## src/logic/srd_pkg.sv

```systemverilog
// Constants, register map and carrier types for the SR turn-off delay controller
package srd_pkg;

  // Register byte offsets
  localparam logic [7:0] OFF_CTRL      = 8'h00;
  localparam logic [7:0] OFF_DELAY     = 8'h04;
  localparam logic [7:0] OFF_GP_REG0   = 8'h08;
  localparam logic [7:0] OFF_SW_INPUTS = 8'h0c;
  localparam logic [7:0] OFF_RISE_DLY  = 8'h10;
  localparam logic [7:0] OFF_FALL_DLY  = 8'h14;
  localparam logic [7:0] OFF_CLAMP_REF = 8'h18;
  localparam logic [7:0] OFF_STATUS    = 8'h1c;

  // Field positions
  localparam int SW_IN4_BIT   = 4;
  localparam int TILE_OUTS    = 8;
  localparam int BUS_OUTS     = 32;
  localparam int MIRROR_BASE  = 16;
  localparam int CNT_W        = 16;

  // Timing: 125 MHz logic clock
  localparam int CLK_PERIOD_PS    = 8000;
  localparam int TURNOFF_DELAY_NS = 200;
  localparam int TURNOFF_DELAY_CYC = (TURNOFF_DELAY_NS * 1000) / CLK_PERIOD_PS;

  // Reset values
  localparam logic [3:0]       CTRL_RST      = 4'h9;
  localparam logic [CNT_W-1:0] DELAY_RST     = CNT_W'(TURNOFF_DELAY_CYC);
  localparam logic [CNT_W-1:0] CLAMP_RST     = 16'h0100;
  localparam logic [CNT_W-1:0] EDGE_DLY_RST  = 16'h0000;
  localparam logic [7:0]       SW_INPUTS_RST = 8'h10;

  // Control register fields, bit 3 downward
  typedef struct packed {
    logic delayEnable;
    logic singleCounter;
    logic hwLoadMode;
    logic swEnable;
  } srd_ctrl_t;

  // Per-channel event carrier
  typedef struct packed {
    logic rise;
    logic fall;
    logic offEvt;
    logic clampMatch;
  } srd_evt_t;

  // Bus data phase, Gray along idle-write path; idle to read wait flips both bits
  typedef enum logic [1:0] {
    BUS_IDLE  = 2'b00,
    BUS_WRITE = 2'b01,
    BUS_RWAIT = 2'b11,
    BUS_RDONE = 2'b10
  } srd_bus_t;

endpackage

```

## src/logic/srd_sr_pwm_turnoff_delay_ctrl.sv

```systemverilog
// SR PWM shaping: turn-off delay, load enable, clamp update, AHB-Lite registers
//
// The AHB-Lite register port and the register offsets are this design's own decisions.
`timescale 1ns/1ps
module srd_sr_pwm_turnoff_delay_ctrl
  import srd_pkg::*;
(
  input  wire logic         clk,
  input  wire logic         rst,
  input  wire logic         clkEn,
  input  wire logic         hsel,
  input  wire logic [31:0]  haddr,
  input  wire logic [1:0]   htrans,
  input  wire logic         hwrite,
  input  wire logic [2:0]   hsize,
  input  wire logic [31:0]  hwdata,
  input  wire logic         hready,
  output logic              hreadyout,
  output logic [31:0]       hrdata,
  output logic              hresp,
  input  wire logic         primaryPwmA,
  input  wire logic         primaryPwmB,
  input  wire logic         loadCompareEvent,
  output logic              srPwmA,
  output logic              srPwmB,
  output logic [BUS_OUTS-1:0] delayTileBus
);

  // Counter step shared by every counter: clear wins, then count up while run is high
  function automatic logic [CNT_W-1:0] cntStep(input logic clr, input logic run,
                                               input logic [CNT_W-1:0] cnt);
    if (clr) begin
      return '0;
    end
    if (run) begin
      return cnt + 16'h0001;
    end
    return cnt;
  endfunction

  // Register state
  srd_ctrl_t        ctrl_q;
  logic [CNT_W-1:0] delay_q;
  logic [CNT_W-1:0] gpReg0_q;
  logic [7:0]       swInputs_q;
  logic [CNT_W-1:0] riseDly_q;
  logic [CNT_W-1:0] fallDly_q;
  logic [CNT_W-1:0] clampRef_q;
  srd_bus_t         busSt_q;
  srd_bus_t         busSt_d;
  logic [7:0]       addr_q;
  logic [31:0]      rdata_q;

  // Datapath state
  logic [1:0]       pwmIn;
  logic [1:0]       pwmPrev_q;
  srd_evt_t [1:0]   evt;

  // Clamp counters, one per channel
  logic [CNT_W-1:0] clampCnt_q  [2];
  logic [1:0]       clampRun_q;

  // Separate-tile delay counters and their match pulses
  logic [CNT_W-1:0] sepCnt_q    [2];
  logic [1:0]       sepRun_q;
  logic [1:0]       sepMatch;

  // Shared single delay counter
  logic [CNT_W-1:0] shCnt_q;
  logic             shRun_q;
  logic             shMatch;

  // Delay tile outputs
  logic [TILE_OUTS-1:0] delayOut_q;

  // SR state and turn-on stage
  logic [1:0]       srState_q;
  logic [1:0]       srState_d;
  logic [CNT_W-1:0] onCnt_q     [2];
  logic [CNT_W-1:0] actDly_q    [2];
  logic [1:0]       onReached;
  logic [1:0]       srOut_q;

  // Enable and copy control
  logic             srOn;
  logic             counter0Zero;
  logic             copyTrigger;

  // Bus decode
  wire         accept  = hsel && htrans[1] && hready;

  // Write strobes, one per writable register
  wire         wrPhase = (busSt_q == BUS_WRITE);
  wire         wrCtrl  = wrPhase && (addr_q == OFF_CTRL);
  wire         wrDelay = wrPhase && (addr_q == OFF_DELAY);
  wire         wrGp0   = wrPhase && (addr_q == OFF_GP_REG0);
  wire         wrSwIn  = wrPhase && (addr_q == OFF_SW_INPUTS);
  wire         wrRise  = wrPhase && (addr_q == OFF_RISE_DLY);
  wire         wrFall  = wrPhase && (addr_q == OFF_FALL_DLY);

  // Status word fields, bit 5 downward
  wire [5:0]   statusBits = {srOut_q, srState_q, loadCompareEvent, srOn};

  // Read mux; unmapped offsets read zero
  logic [31:0] rdMux;
  always_comb begin
    unique case (addr_q)
      OFF_CTRL:      rdMux = {28'h0000000, ctrl_q};
      OFF_DELAY:     rdMux = {16'h0000, delay_q};
      OFF_GP_REG0:   rdMux = {16'h0000, gpReg0_q};
      OFF_SW_INPUTS: rdMux = {24'h000000, swInputs_q};
      OFF_RISE_DLY:  rdMux = {16'h0000, riseDly_q};
      OFF_FALL_DLY:  rdMux = {16'h0000, fallDly_q};
      OFF_CLAMP_REF: rdMux = {16'h0000, clampRef_q};
      OFF_STATUS:    rdMux = {26'h0, statusBits};
      default:       rdMux = 32'h00000000;
    endcase
  end

  // Data phase sequencing; reads take one wait so a preceding write lands first
  // A write stores at the end of its data phase, so it needs no wait
  always_comb begin
    unique case (busSt_q)
      BUS_RWAIT: busSt_d = BUS_RDONE;
      default:   busSt_d = accept ? (hwrite ? BUS_WRITE : BUS_RWAIT) : BUS_IDLE;
    endcase
  end

  // Only the read wait stalls the bus; the answer is always OKAY
  assign hreadyout = (busSt_q != BUS_RWAIT);
  assign hresp     = 1'b0;
  assign hrdata    = rdata_q;

  // Bus phase registers
  // Only the low byte is decoded, so offsets alias above it
  always_ff @(posedge clk) begin
    if (rst) begin
      busSt_q <= BUS_IDLE;
      addr_q  <= 8'h00;
      rdata_q <= 32'h00000000;
    end else if (clkEn) begin
      busSt_q <= busSt_d;
      if (accept) begin
        addr_q <= {haddr[7:2], 2'b00};
      end
      if (busSt_q == BUS_RWAIT) begin
        rdata_q <= rdMux;
      end
    end
  end

  // Software-written registers
  // Clamp reference is not here: only the gated copy may move it
  always_ff @(posedge clk) begin
    if (rst) begin
      ctrl_q     <= CTRL_RST;
      delay_q    <= DELAY_RST;
      gpReg0_q   <= CLAMP_RST;
      swInputs_q <= SW_INPUTS_RST;
      riseDly_q  <= EDGE_DLY_RST;
      fallDly_q  <= EDGE_DLY_RST;
    end else if (clkEn) begin
      if (wrCtrl) begin
        ctrl_q <= srd_ctrl_t'(hwdata[3:0]);
      end
      if (wrDelay) begin
        delay_q <= hwdata[CNT_W-1:0];
      end
      if (wrGp0) begin
        gpReg0_q <= hwdata[CNT_W-1:0];
      end
      if (wrSwIn) begin
        swInputs_q <= hwdata[7:0];
      end
      if (wrRise) begin
        riseDly_q <= hwdata[CNT_W-1:0];
      end
      if (wrFall) begin
        fallDly_q <= hwdata[CNT_W-1:0];
      end
    end
  end

  // Primary edges; primary PWM runs on this clock so no synchroniser
  assign pwmIn = {primaryPwmB, primaryPwmA};

  always_ff @(posedge clk) begin
    if (rst) begin
      pwmPrev_q <= 2'b00;
    end else if (clkEn) begin
      pwmPrev_q <= pwmIn;
    end
  end

  // Tile input 4 is the software gate bit, input 5 the load level
  wire         swGateIn = swInputs_q[SW_IN4_BIT];
  wire         loadEnIn = loadCompareEvent;

  // Counter 0 is cleared at A rise, so its zero event is that rise
  assign counter0Zero = evt[0].rise;
  // Copy gated by software input 4 so a half-written value never lands
  assign copyTrigger  = swGateIn && counter0Zero;

  // Clamp reference updates only on the aligned event
  // It has no shadow of its own, so the aligned event acts as one
  always_ff @(posedge clk) begin
    if (rst) begin
      clampRef_q <= CLAMP_RST;
    end else if (clkEn && copyTrigger) begin
      clampRef_q <= gpReg0_q;
    end
  end

  // Shared single counter, cleared by either falling edge
  // One counter serves both edges, so the delay must stay below dead time
  wire shClear = evt[0].fall || evt[1].fall;
  assign shMatch = shRun_q && (shCnt_q == delay_q) && !shClear;

  always_ff @(posedge clk) begin
    if (rst) begin
      shCnt_q <= '0;
      shRun_q <= 1'b0;
    end else if (clkEn) begin
      shCnt_q <= cntStep(shClear, shRun_q && !shMatch, shCnt_q);
      shRun_q <= shClear || (shRun_q && !shMatch);
    end
  end

  // Delay tile outputs 0 and 1, registered; upper half mirrors lower
  // Registering costs one cycle of lag but keeps the tile outputs clean
  always_ff @(posedge clk) begin
    if (rst) begin
      delayOut_q <= '0;
    end else if (clkEn) begin
      delayOut_q <= {6'h00, sepMatch};
    end
  end

  // Outputs sixteen upward repeat the low sixteen
  assign delayTileBus = {8'h00, delayOut_q, 8'h00, delayOut_q};

  // Enable source: load comparator event or software bit
  // Hardware mode trusts the comparator's own filter for hysteresis
  assign srOn = ctrl_q.hwLoadMode ? loadEnIn : ctrl_q.swEnable;

  // Per-channel edge detect, counters, state and turn-on delay
  genvar ch;
  generate
    for (ch = 0; ch < 2; ch++) begin : g_chan
      logic tileIn;
      logic lutIn0;
      logic fsm2Lut;

      // Edges against last cycle's sample, each one cycle long
      assign evt[ch].rise = pwmIn[ch] && !pwmPrev_q[ch];
      assign evt[ch].fall = !pwmIn[ch] && pwmPrev_q[ch];

      // Channel 0 holds counter 0, channel 1 counter 1
      // Clamp counter starts at rise, match at clamp reference
      assign evt[ch].clampMatch = clampRun_q[ch] && (clampCnt_q[ch] == clampRef_q)
                                  && !evt[ch].rise;

      always_ff @(posedge clk) begin
        if (rst) begin
          clampCnt_q[ch] <= '0;
          clampRun_q[ch] <= 1'b0;
        end else if (clkEn) begin
          clampCnt_q[ch] <= cntStep(evt[ch].rise, clampRun_q[ch], clampCnt_q[ch]);
          clampRun_q[ch] <= evt[ch].rise || (clampRun_q[ch] && !evt[ch].clampMatch);
        end
      end

      // Separate-tile delay counter: zero on falling edge, match at delay
      assign sepMatch[ch] = sepRun_q[ch] && (sepCnt_q[ch] == delay_q)
                            && !evt[ch].fall;

      always_ff @(posedge clk) begin
        if (rst) begin
          sepCnt_q[ch] <= '0;
          sepRun_q[ch] <= 1'b0;
        end else if (clkEn) begin
          sepCnt_q[ch] <= cntStep(evt[ch].fall, sepRun_q[ch] && !sepMatch[ch], sepCnt_q[ch]);
          sepRun_q[ch] <= evt[ch].fall || (sepRun_q[ch] && !sepMatch[ch]);
        end
      end

      // SR tile inputs 0 and 2 select mirrored delay outputs 16 and 17
      assign tileIn = delayTileBus[MIRROR_BASE + ch];

      // Turn-off source: raw edge, separate tile, or shared counter
      assign lutIn0 = !ctrl_q.delayEnable ? evt[ch].fall
                    : (ctrl_q.singleCounter ? shMatch : tileIn);
      assign evt[ch].offEvt = lutIn0;

      // With all tables busy, the spare machine forms the off OR
      assign fsm2Lut = evt[ch].offEvt || evt[ch].clampMatch;

      // State bit: set on rise, clear on off event or clamp match
      // Rise and off event together flip the bit
      assign srState_d[ch] = (!srState_q[ch] && evt[ch].rise)
                           || (srState_q[ch] && !fsm2Lut);

      always_ff @(posedge clk) begin
        if (rst) begin
          srState_q[ch] <= 1'b0;
        end else if (clkEn) begin
          srState_q[ch] <= srState_d[ch];
        end
      end

      // Edge delays are shadowed and loaded at the period start
      // A mid-period load could cut a pulse short, hence the wait
      always_ff @(posedge clk) begin
        if (rst) begin
          actDly_q[ch] <= EDGE_DLY_RST;
        end else if (clkEn && counter0Zero) begin
          actDly_q[ch] <= (ch == 0) ? riseDly_q : fallDly_q;
        end
      end

      // Turn-on delay; a delay beyond the period keeps the output off whole pulses
      assign onReached[ch] = (onCnt_q[ch] >= actDly_q[ch]);

      always_ff @(posedge clk) begin
        if (rst) begin
          onCnt_q[ch] <= '0;
        end else if (clkEn) begin
          onCnt_q[ch] <= cntStep(!srState_q[ch], !onReached[ch], onCnt_q[ch]);
        end
      end

      // Final drive, gated by the load or software enable
      // The enable acts at the next edge, whatever the pulse phase
      always_ff @(posedge clk) begin
        if (rst) begin
          srOut_q[ch] <= 1'b0;
        end else if (clkEn) begin
          srOut_q[ch] <= srState_q[ch] && onReached[ch] && srOn;
        end
      end
    end
  endgenerate

  // Drive pins
  assign srPwmA = srOut_q[0];
  assign srPwmB = srOut_q[1];

endmodule
```

## config.mk

```make
export PLATFORM = sky130hd
export DESIGN_NAME = srd_sr_pwm_turnoff_delay_ctrl
export DESIGN_NICKNAME = d
export VERILOG_FILES = /design/src/logic/srd_pkg.sv /design/src/logic/srd_sr_pwm_turnoff_delay_ctrl.sv
export SDC_FILE = /design/constraint.sdc
export NUM_CORES = 1
export LEC_CHECK = 0
export ABC_AREA = 1
export BUFFER_PORTS_ARGS = -buffer_cell sky130_fd_sc_hd__buf_2
export CAP_MARGIN = 20
export CORE_UTILIZATION = 28
export DETAILED_ROUTE_END_ITERATION = 6
export PLACE_DENSITY = 0.55
export SLEW_MARGIN = 40
export SYNTH_ARGS = -nofsm -noshare
export SYNTH_HDL_FRONTEND = slang
export SYNTH_SLANG_ARGS = --single-unit
```

## constraint.sdc

```tcl
create_clock -name clk -period 2.2 [get_ports clk]
set_input_delay 0.22 -clock clk [delete_from_list [all_inputs] [get_ports clk]]
set_output_delay 0.22 -clock clk [all_outputs]
set_load 0.03 [all_outputs]
```

Word level (Yosys, flattened, before mapping)
Memories as Yosys holds them, arrays and structs flattened.
Cells that the tools add are included.

storage, ports and cells
  latch bits = 0
  memories = 4
  RAM bits = 128
  bits in read-only memories = 0
  logic and storage cells = 252
  register bits = 161
  bits of input ports = 78
  output and inout bits = 68

memory list
  memory      words  width  rd ports  clocked after Yosys merged registers in  wr ports  RTL line                             RTL
  actDly_q    2      16     2         0                                        2         srd_sr_pwm_turnoff_delay_ctrl.sv:80  logic [CNT_W-1:0] actDly_q [2];
  clampCnt_q  2      16     2         0                                        2         srd_sr_pwm_turnoff_delay_ctrl.sv:60  logic [CNT_W-1:0] clampCnt_q [2];
  onCnt_q     2      16     2         0                                        2         srd_sr_pwm_turnoff_delay_ctrl.sv:79  logic [CNT_W-1:0] onCnt_q [2];
  sepCnt_q    2      16     2         0                                        2         srd_sr_pwm_turnoff_delay_ctrl.sv:64  logic [CNT_W-1:0] sepCnt_q [2];

cells by class
  shift-type cells = 0
  bitwise logic cells = 8
  multiply operators = 0
  reductions and logical operators = 77
  eq/ne operators = 15
  magnitude comparators = 2
  div/mod/pow operators = 0
  multiplexer cells = 114
  add/sub/neg operators = 7

operator list
  operator                 number
  $mux W16                 48
  $pmux W16 S8             1
  $add A16 B1 Y16 const B  7
  $eq A16 B16 Y1           5
  $mux W1                  62
  $logic_and A1 B1 Y1      38
  $ge A16 B16 Y1           2
  $eq A6 B3 Y1 const B     4
  $logic_not A1 Y1         18
  $reduce_and A2 Y1        9
  $eq A6 B2 Y1 const B     2
  $logic_or A1 B1 Y1       10
  $logic_not A8 Y1         1
  $or A1 B1 Y1             8
  $eq A6 B1 Y1 const B     1
  $mux W2                  3
  $eq A2 B1 Y1 const B     1
  $eq A2 B2 Y1 const B     1
  $ne A2 B2 Y1 const B     1
  $reduce_bool A2 Y1       1

Logic depth before layout (Yosys ltp)
  depth in word-level cells = 15
  mapped depth = 14
  depth with buffers taken out = 14

Worst setup path after synthesis
OpenSTA, ideal clock, no wires.

  path type = reg2reg
  start point = memory sepCnt_q[1][0]
  end point = memory sepCnt_q[1][0] (enable)
  path slack = 0.205 ns
  clock period less this slack = 1.995 ns
  path buffers = 0
  stages on the path, launching flop included = 10
  setup time = 0.416 ns
  required time = 1.784 ns
  arrival = 1.579 ns
  cells stage by stage = edfxtp_1 > or2_2 > a21oi_1 > nand2_1 > nor2_1 > nand3_1 > nand2_1 > inv_1 > nand2_1 > nand3_1

RTL lines
  element          RTL line
  start, declared  srd_sr_pwm_turnoff_delay_ctrl.sv:64

Final worst setup path
  start point = register addr_q[6]
  end point = register fallDly_q[15]

between the ends
  word-level cells in the longest chain between the ends = 3

ends and longest elaborated chain
  element                      RTL line                              RTL
  start, declared              srd_sr_pwm_turnoff_delay_ctrl.sv:51   logic [7:0] addr_q;
  start signal, assigned       srd_sr_pwm_turnoff_delay_ctrl.sv:144  addr_q <= {haddr[7:2], 2'b00};
  $eq A6 B3 Y1                 srd_sr_pwm_turnoff_delay_ctrl.sv:99   wire wrFall = wrPhase && (addr_q == OFF_FALL_DLY);
  $logic_and A1 B1 Y1          srd_sr_pwm_turnoff_delay_ctrl.sv:99
  $reduce_and A2 Y1 (no line)  -
  end signal, assigned         srd_sr_pwm_turnoff_delay_ctrl.sv:179  fallDly_q <= hwdata[CNT_W-1:0];
  end, declared                srd_sr_pwm_turnoff_delay_ctrl.sv:47   logic [CNT_W-1:0] fallDly_q;

No other way between the ends.
A chain may end at the register's enable or synchronous reset.

==> results by group <==
Layout
  • Layout cell share with drive strength beyond 1: 0.1215
  • Fin cells: 2,691
  • Nets: 2,102
  • Final Instance Area: 0.01727 mm^2
  • Register Area: 0.006746 mm^2
  • Layout Utilization: 0.3353
  • # fillers: 5,502
  • Area Growth Syn to Fin: 17.66%
  • Most common cell after layout, fill and taps aside: nand2_1
  • Multi-input logic area: 0.006570 mm^2
  • Most frequent cells in the layout: nand2_1, inv_1, nor2_1, a21oi_1, o21ai_0

Timing
  • Fin. Hold Viols: 0
  • Final Max Slew Viols: 0
  • Fmax: 0.4695 GHz
  • Count of final setup violators: 0
  • Fin crit period: 2.130 ns
  • Max-slew headroom: 0.4962
  • Worst Tran Pin Value: 0.7548 ns
  • Worst Skew: 0.02310 ns
  • Tcrit/Tclk final: 0.9681

Pwr
  • P per Cell Area: 715.2 mW/mm^2
  • VDD IR max: 435.4 uV
  • Leakage power: 6.830 nW

Critical path
  • WP data required: 2.68 ns
  • CP max stage cell: clkinvlp_4
  • Reg2reg end: fallDly_q[15]
  • Startpoint types: flop
  • Worst-path fanout max: 16
  • CP endpoint kind: flop
  • Worst Path Arrival: 2.61 ns
  • Critical path type: reg2reg
  • Worst R2R Start: addr_q[6]
  • CP Cell Sequence: nor2_2 -> inv_1 -> nor2_1 -> nand2_1 -> nor2_2 -> clkinvlp_4 -> o21ai_0 -> a21oi_1
  • Reg2reg path depth: 8
  • Crit path largest cell delay: 0.35 ns
  • FF-to-FF setup slack: 0.07 ns
  • Cell mode on critical path: nor2_2

Synthesis
  • Leading area contributor after synthesis: edfxtp_1
  • Yosys warns: 0
  • Post-synthesis sequential area ratio: 0.4596
  • Syn Inst Count: 1,866
  • Post-synthesis register bit count: 273
  • Synthesized area: 0.01468 mm^2
  • Proportion of netlist area held by the largest area contributor: 0.2618
  • Ys async rst share: 0
  • Post-synth cell types: 45
  • Ys flop type: dfxtp_1
  • Syn Area/Cell: 7.867 um^2
  • Ranking of synthesized cells by area: edfxtp_1, dfxtp_1, nand2_1, a21oi_1, inv_1
  • Post-synth EDFFs: 128

Job
  • Max cap viols: 0

Global route
  • Total grt overflow: 0
  • Gr usage total: 0.1597
  • Antenna violations before repair: 2
  • Vias in the first global route: 11,939
  • Largest net degree at the start of global routing: 35
  • First-pass GRT wire length: 66,900 um

Clock network
  • Clk_lat worst skew: 0.59 ns
  • CTS Buf Count: 30
  • Reg clk slew, reported paths: 0.07 ns
  • Clk buf depth: 3
  • H-tree levels: 1
  • Clock Root Buffer: clkbuf_16
  • CTS tree: built
  • CTS sink count: 273

Place
  • Cells after DPL: 2,608
  • Routability cong.: 0.9227
  • Dpl hpwl: 32,620 um
  • Placed inst area: 0.01590 mm^2
  • Port bufs: 54

Hold path
  • Hold Crit Class: in2reg
  • Hold Path Depth: 3
  • Hold Startpoint: haddr[3]
  • Hold worst-path end: addr_q[3]

Die
  • Die height: 231.0 um
  • Core area: 0.05151 mm^2
  • Num rows: 83
  • Io pins: 146
  • Die span in x: 231.0 um
  • Starting Density: 0.2850
  • Die ar.: 0.05335 mm^2

Detailed routing
  • Drt wl/cell: 16.03 um
  • DRT antenna net count: 0
  • DR DRC count: 0
  • Routed Wire Length: 43,150 um
  • Vias: 12,835
  • Routed vias/inst: 4.770
  • Drt pass-1 iters: 5
  • Initial DRC count: 965

Run status
  • Status: finished, final reports clean
## synth_stat cells, types with 5 or more instances
library cell  count
xor2_1           25
o22ai_1           9
o21a_1            9
xnor2_1          31
or2_2            12
nor2_1          207
inv_1           252
edfxtp_1        128
o221ai_1          9
nand4_1          44
clkbuf_1         32
nor2_2           11
nand2_1         298
nor3_1           40
nand3_1          63
a21oi_2           7
dfxtp_1         145
buf_4            49
ha_1             39
o21ai_0         177
buf_2            10
nor3b_1           5
a21oi_1         203
nand2_2           9
inv_2             8
## critical path: cells and delay by family (launching register included)
family	cells	cell delay, ns
buffers and inverters	2	0.41
AOI/OAI and AO/OA	2	0.31
DFF	1	0.32
and+or+nand+nor	4	1.00
## metrics by stage
stage / power [W] / hold slack (ns) / setup slack, ns / TNS [ns]
detailed placement: 0.006946 / 0.4487 / 0.09950 / 0
global placement: 0.006920 / 0.4398 / 0.06365 / 0
CTS: 0.01245 / 0.0001936 / 0.09011 / 0
finish: 0.01235 / 0.01185 / 0.07010 / 0
floorplan: 0.006590 / 0.3461 / 0.2051 / 0
global route: 0.01282 / 0.005284 / -0.007386 / -0.01424
## state kept, by name (all words and copies together) (netlist names), 16 cells and up
register    count
actDly_q       32
clampCnt_q     32
clampRef_q     16
delay_q        16
fallDly_q      16
gpReg0_q       16
hrdata         16
onCnt_q        32
riseDly_q      16
sepCnt_q       32
shCnt_q        16
## worst max path at each step
stage          slack [ns]         endpoint  cells past startpoint      startpoint
6_report             0.07    fallDly_q[15]                      8       addr_q[6]
5_1_grt            -0.007    fallDly_q[15]                      8       addr_q[6]
4_1_cts              0.09    onCnt_q[1][0]                     11  onCnt_q[1][14]
3_5_place_dp          0.1  sepCnt_q[1][14]                      9  sepCnt_q[1][0]
3_3_place_gp         0.06       shCnt_q[5]                      9     shCnt_q[11]
2_1_floorplan        0.21   sepCnt_q[1][0]                      9  sepCnt_q[1][0]
## area by class of cell
type,instances,share of cell area
diodes,2,0.0002898
clock buffers,48,0.05817
clock inverters,8,0.005360
inverters,264,0.05759
multi-input cells,1278,0.3804
flip-flops and latches,273,0.3906
well taps,680,0.04926
repair buffers,137,0.05795
repair inverters,1,0.0004346
## report_power, final
| group | internal (W) | switching [W] | total (W) |
|---|---|---|---|
| combinational | 0.000381 | 0.000771 | 0.00115 |
| sequential | 0.00552 | 0.000212 | 0.00573 |
| clock | 0.00326 | 0.00221 | 0.00547 |
| total | 0.00916 | 0.00319 | 0.0124 |
## layer usage
metal / vias up / global-route usage / part of all wire
li1: 6356 / - / -
met1: 6029 / 0.2173 / 0.46
met2: 359 / 0.2541 / 0.45
met3: 91 / 0.01976 / 0.054
met4: 0 / 0.06705 / 0.042
met5: - / 0 / 0
## kinds of logic (layout without fill, tap and decap cells)
| family | count (synthesis) | count (layout) | share of synthesized area |
|---|---|---|---|
| compound gates | 428 | 428 | 0.1539 |
| xor+xnor | 56 | 56 | 0.03341 |
| buf+inv | 359 | 458 | 0.1068 |
| flops | 273 | 273 | 0.4596 |
| simple gates | 710 | 710 | 0.2128 |
| fa+ha+maj | 39 | 39 | 0.03324 |
| other cells | 1 | 47 | 0.0002554 |
## timing repair
action | CTS | global route
hold buffers | 18 | 0
setup buffers | 0 | 6
endpoints found under the hold margin | 18 | 0
gates resized for setup | 0 | 11
setup endpoints to repair | 0 | 51
No activity file was read; power rests on OpenSTA's default activity.
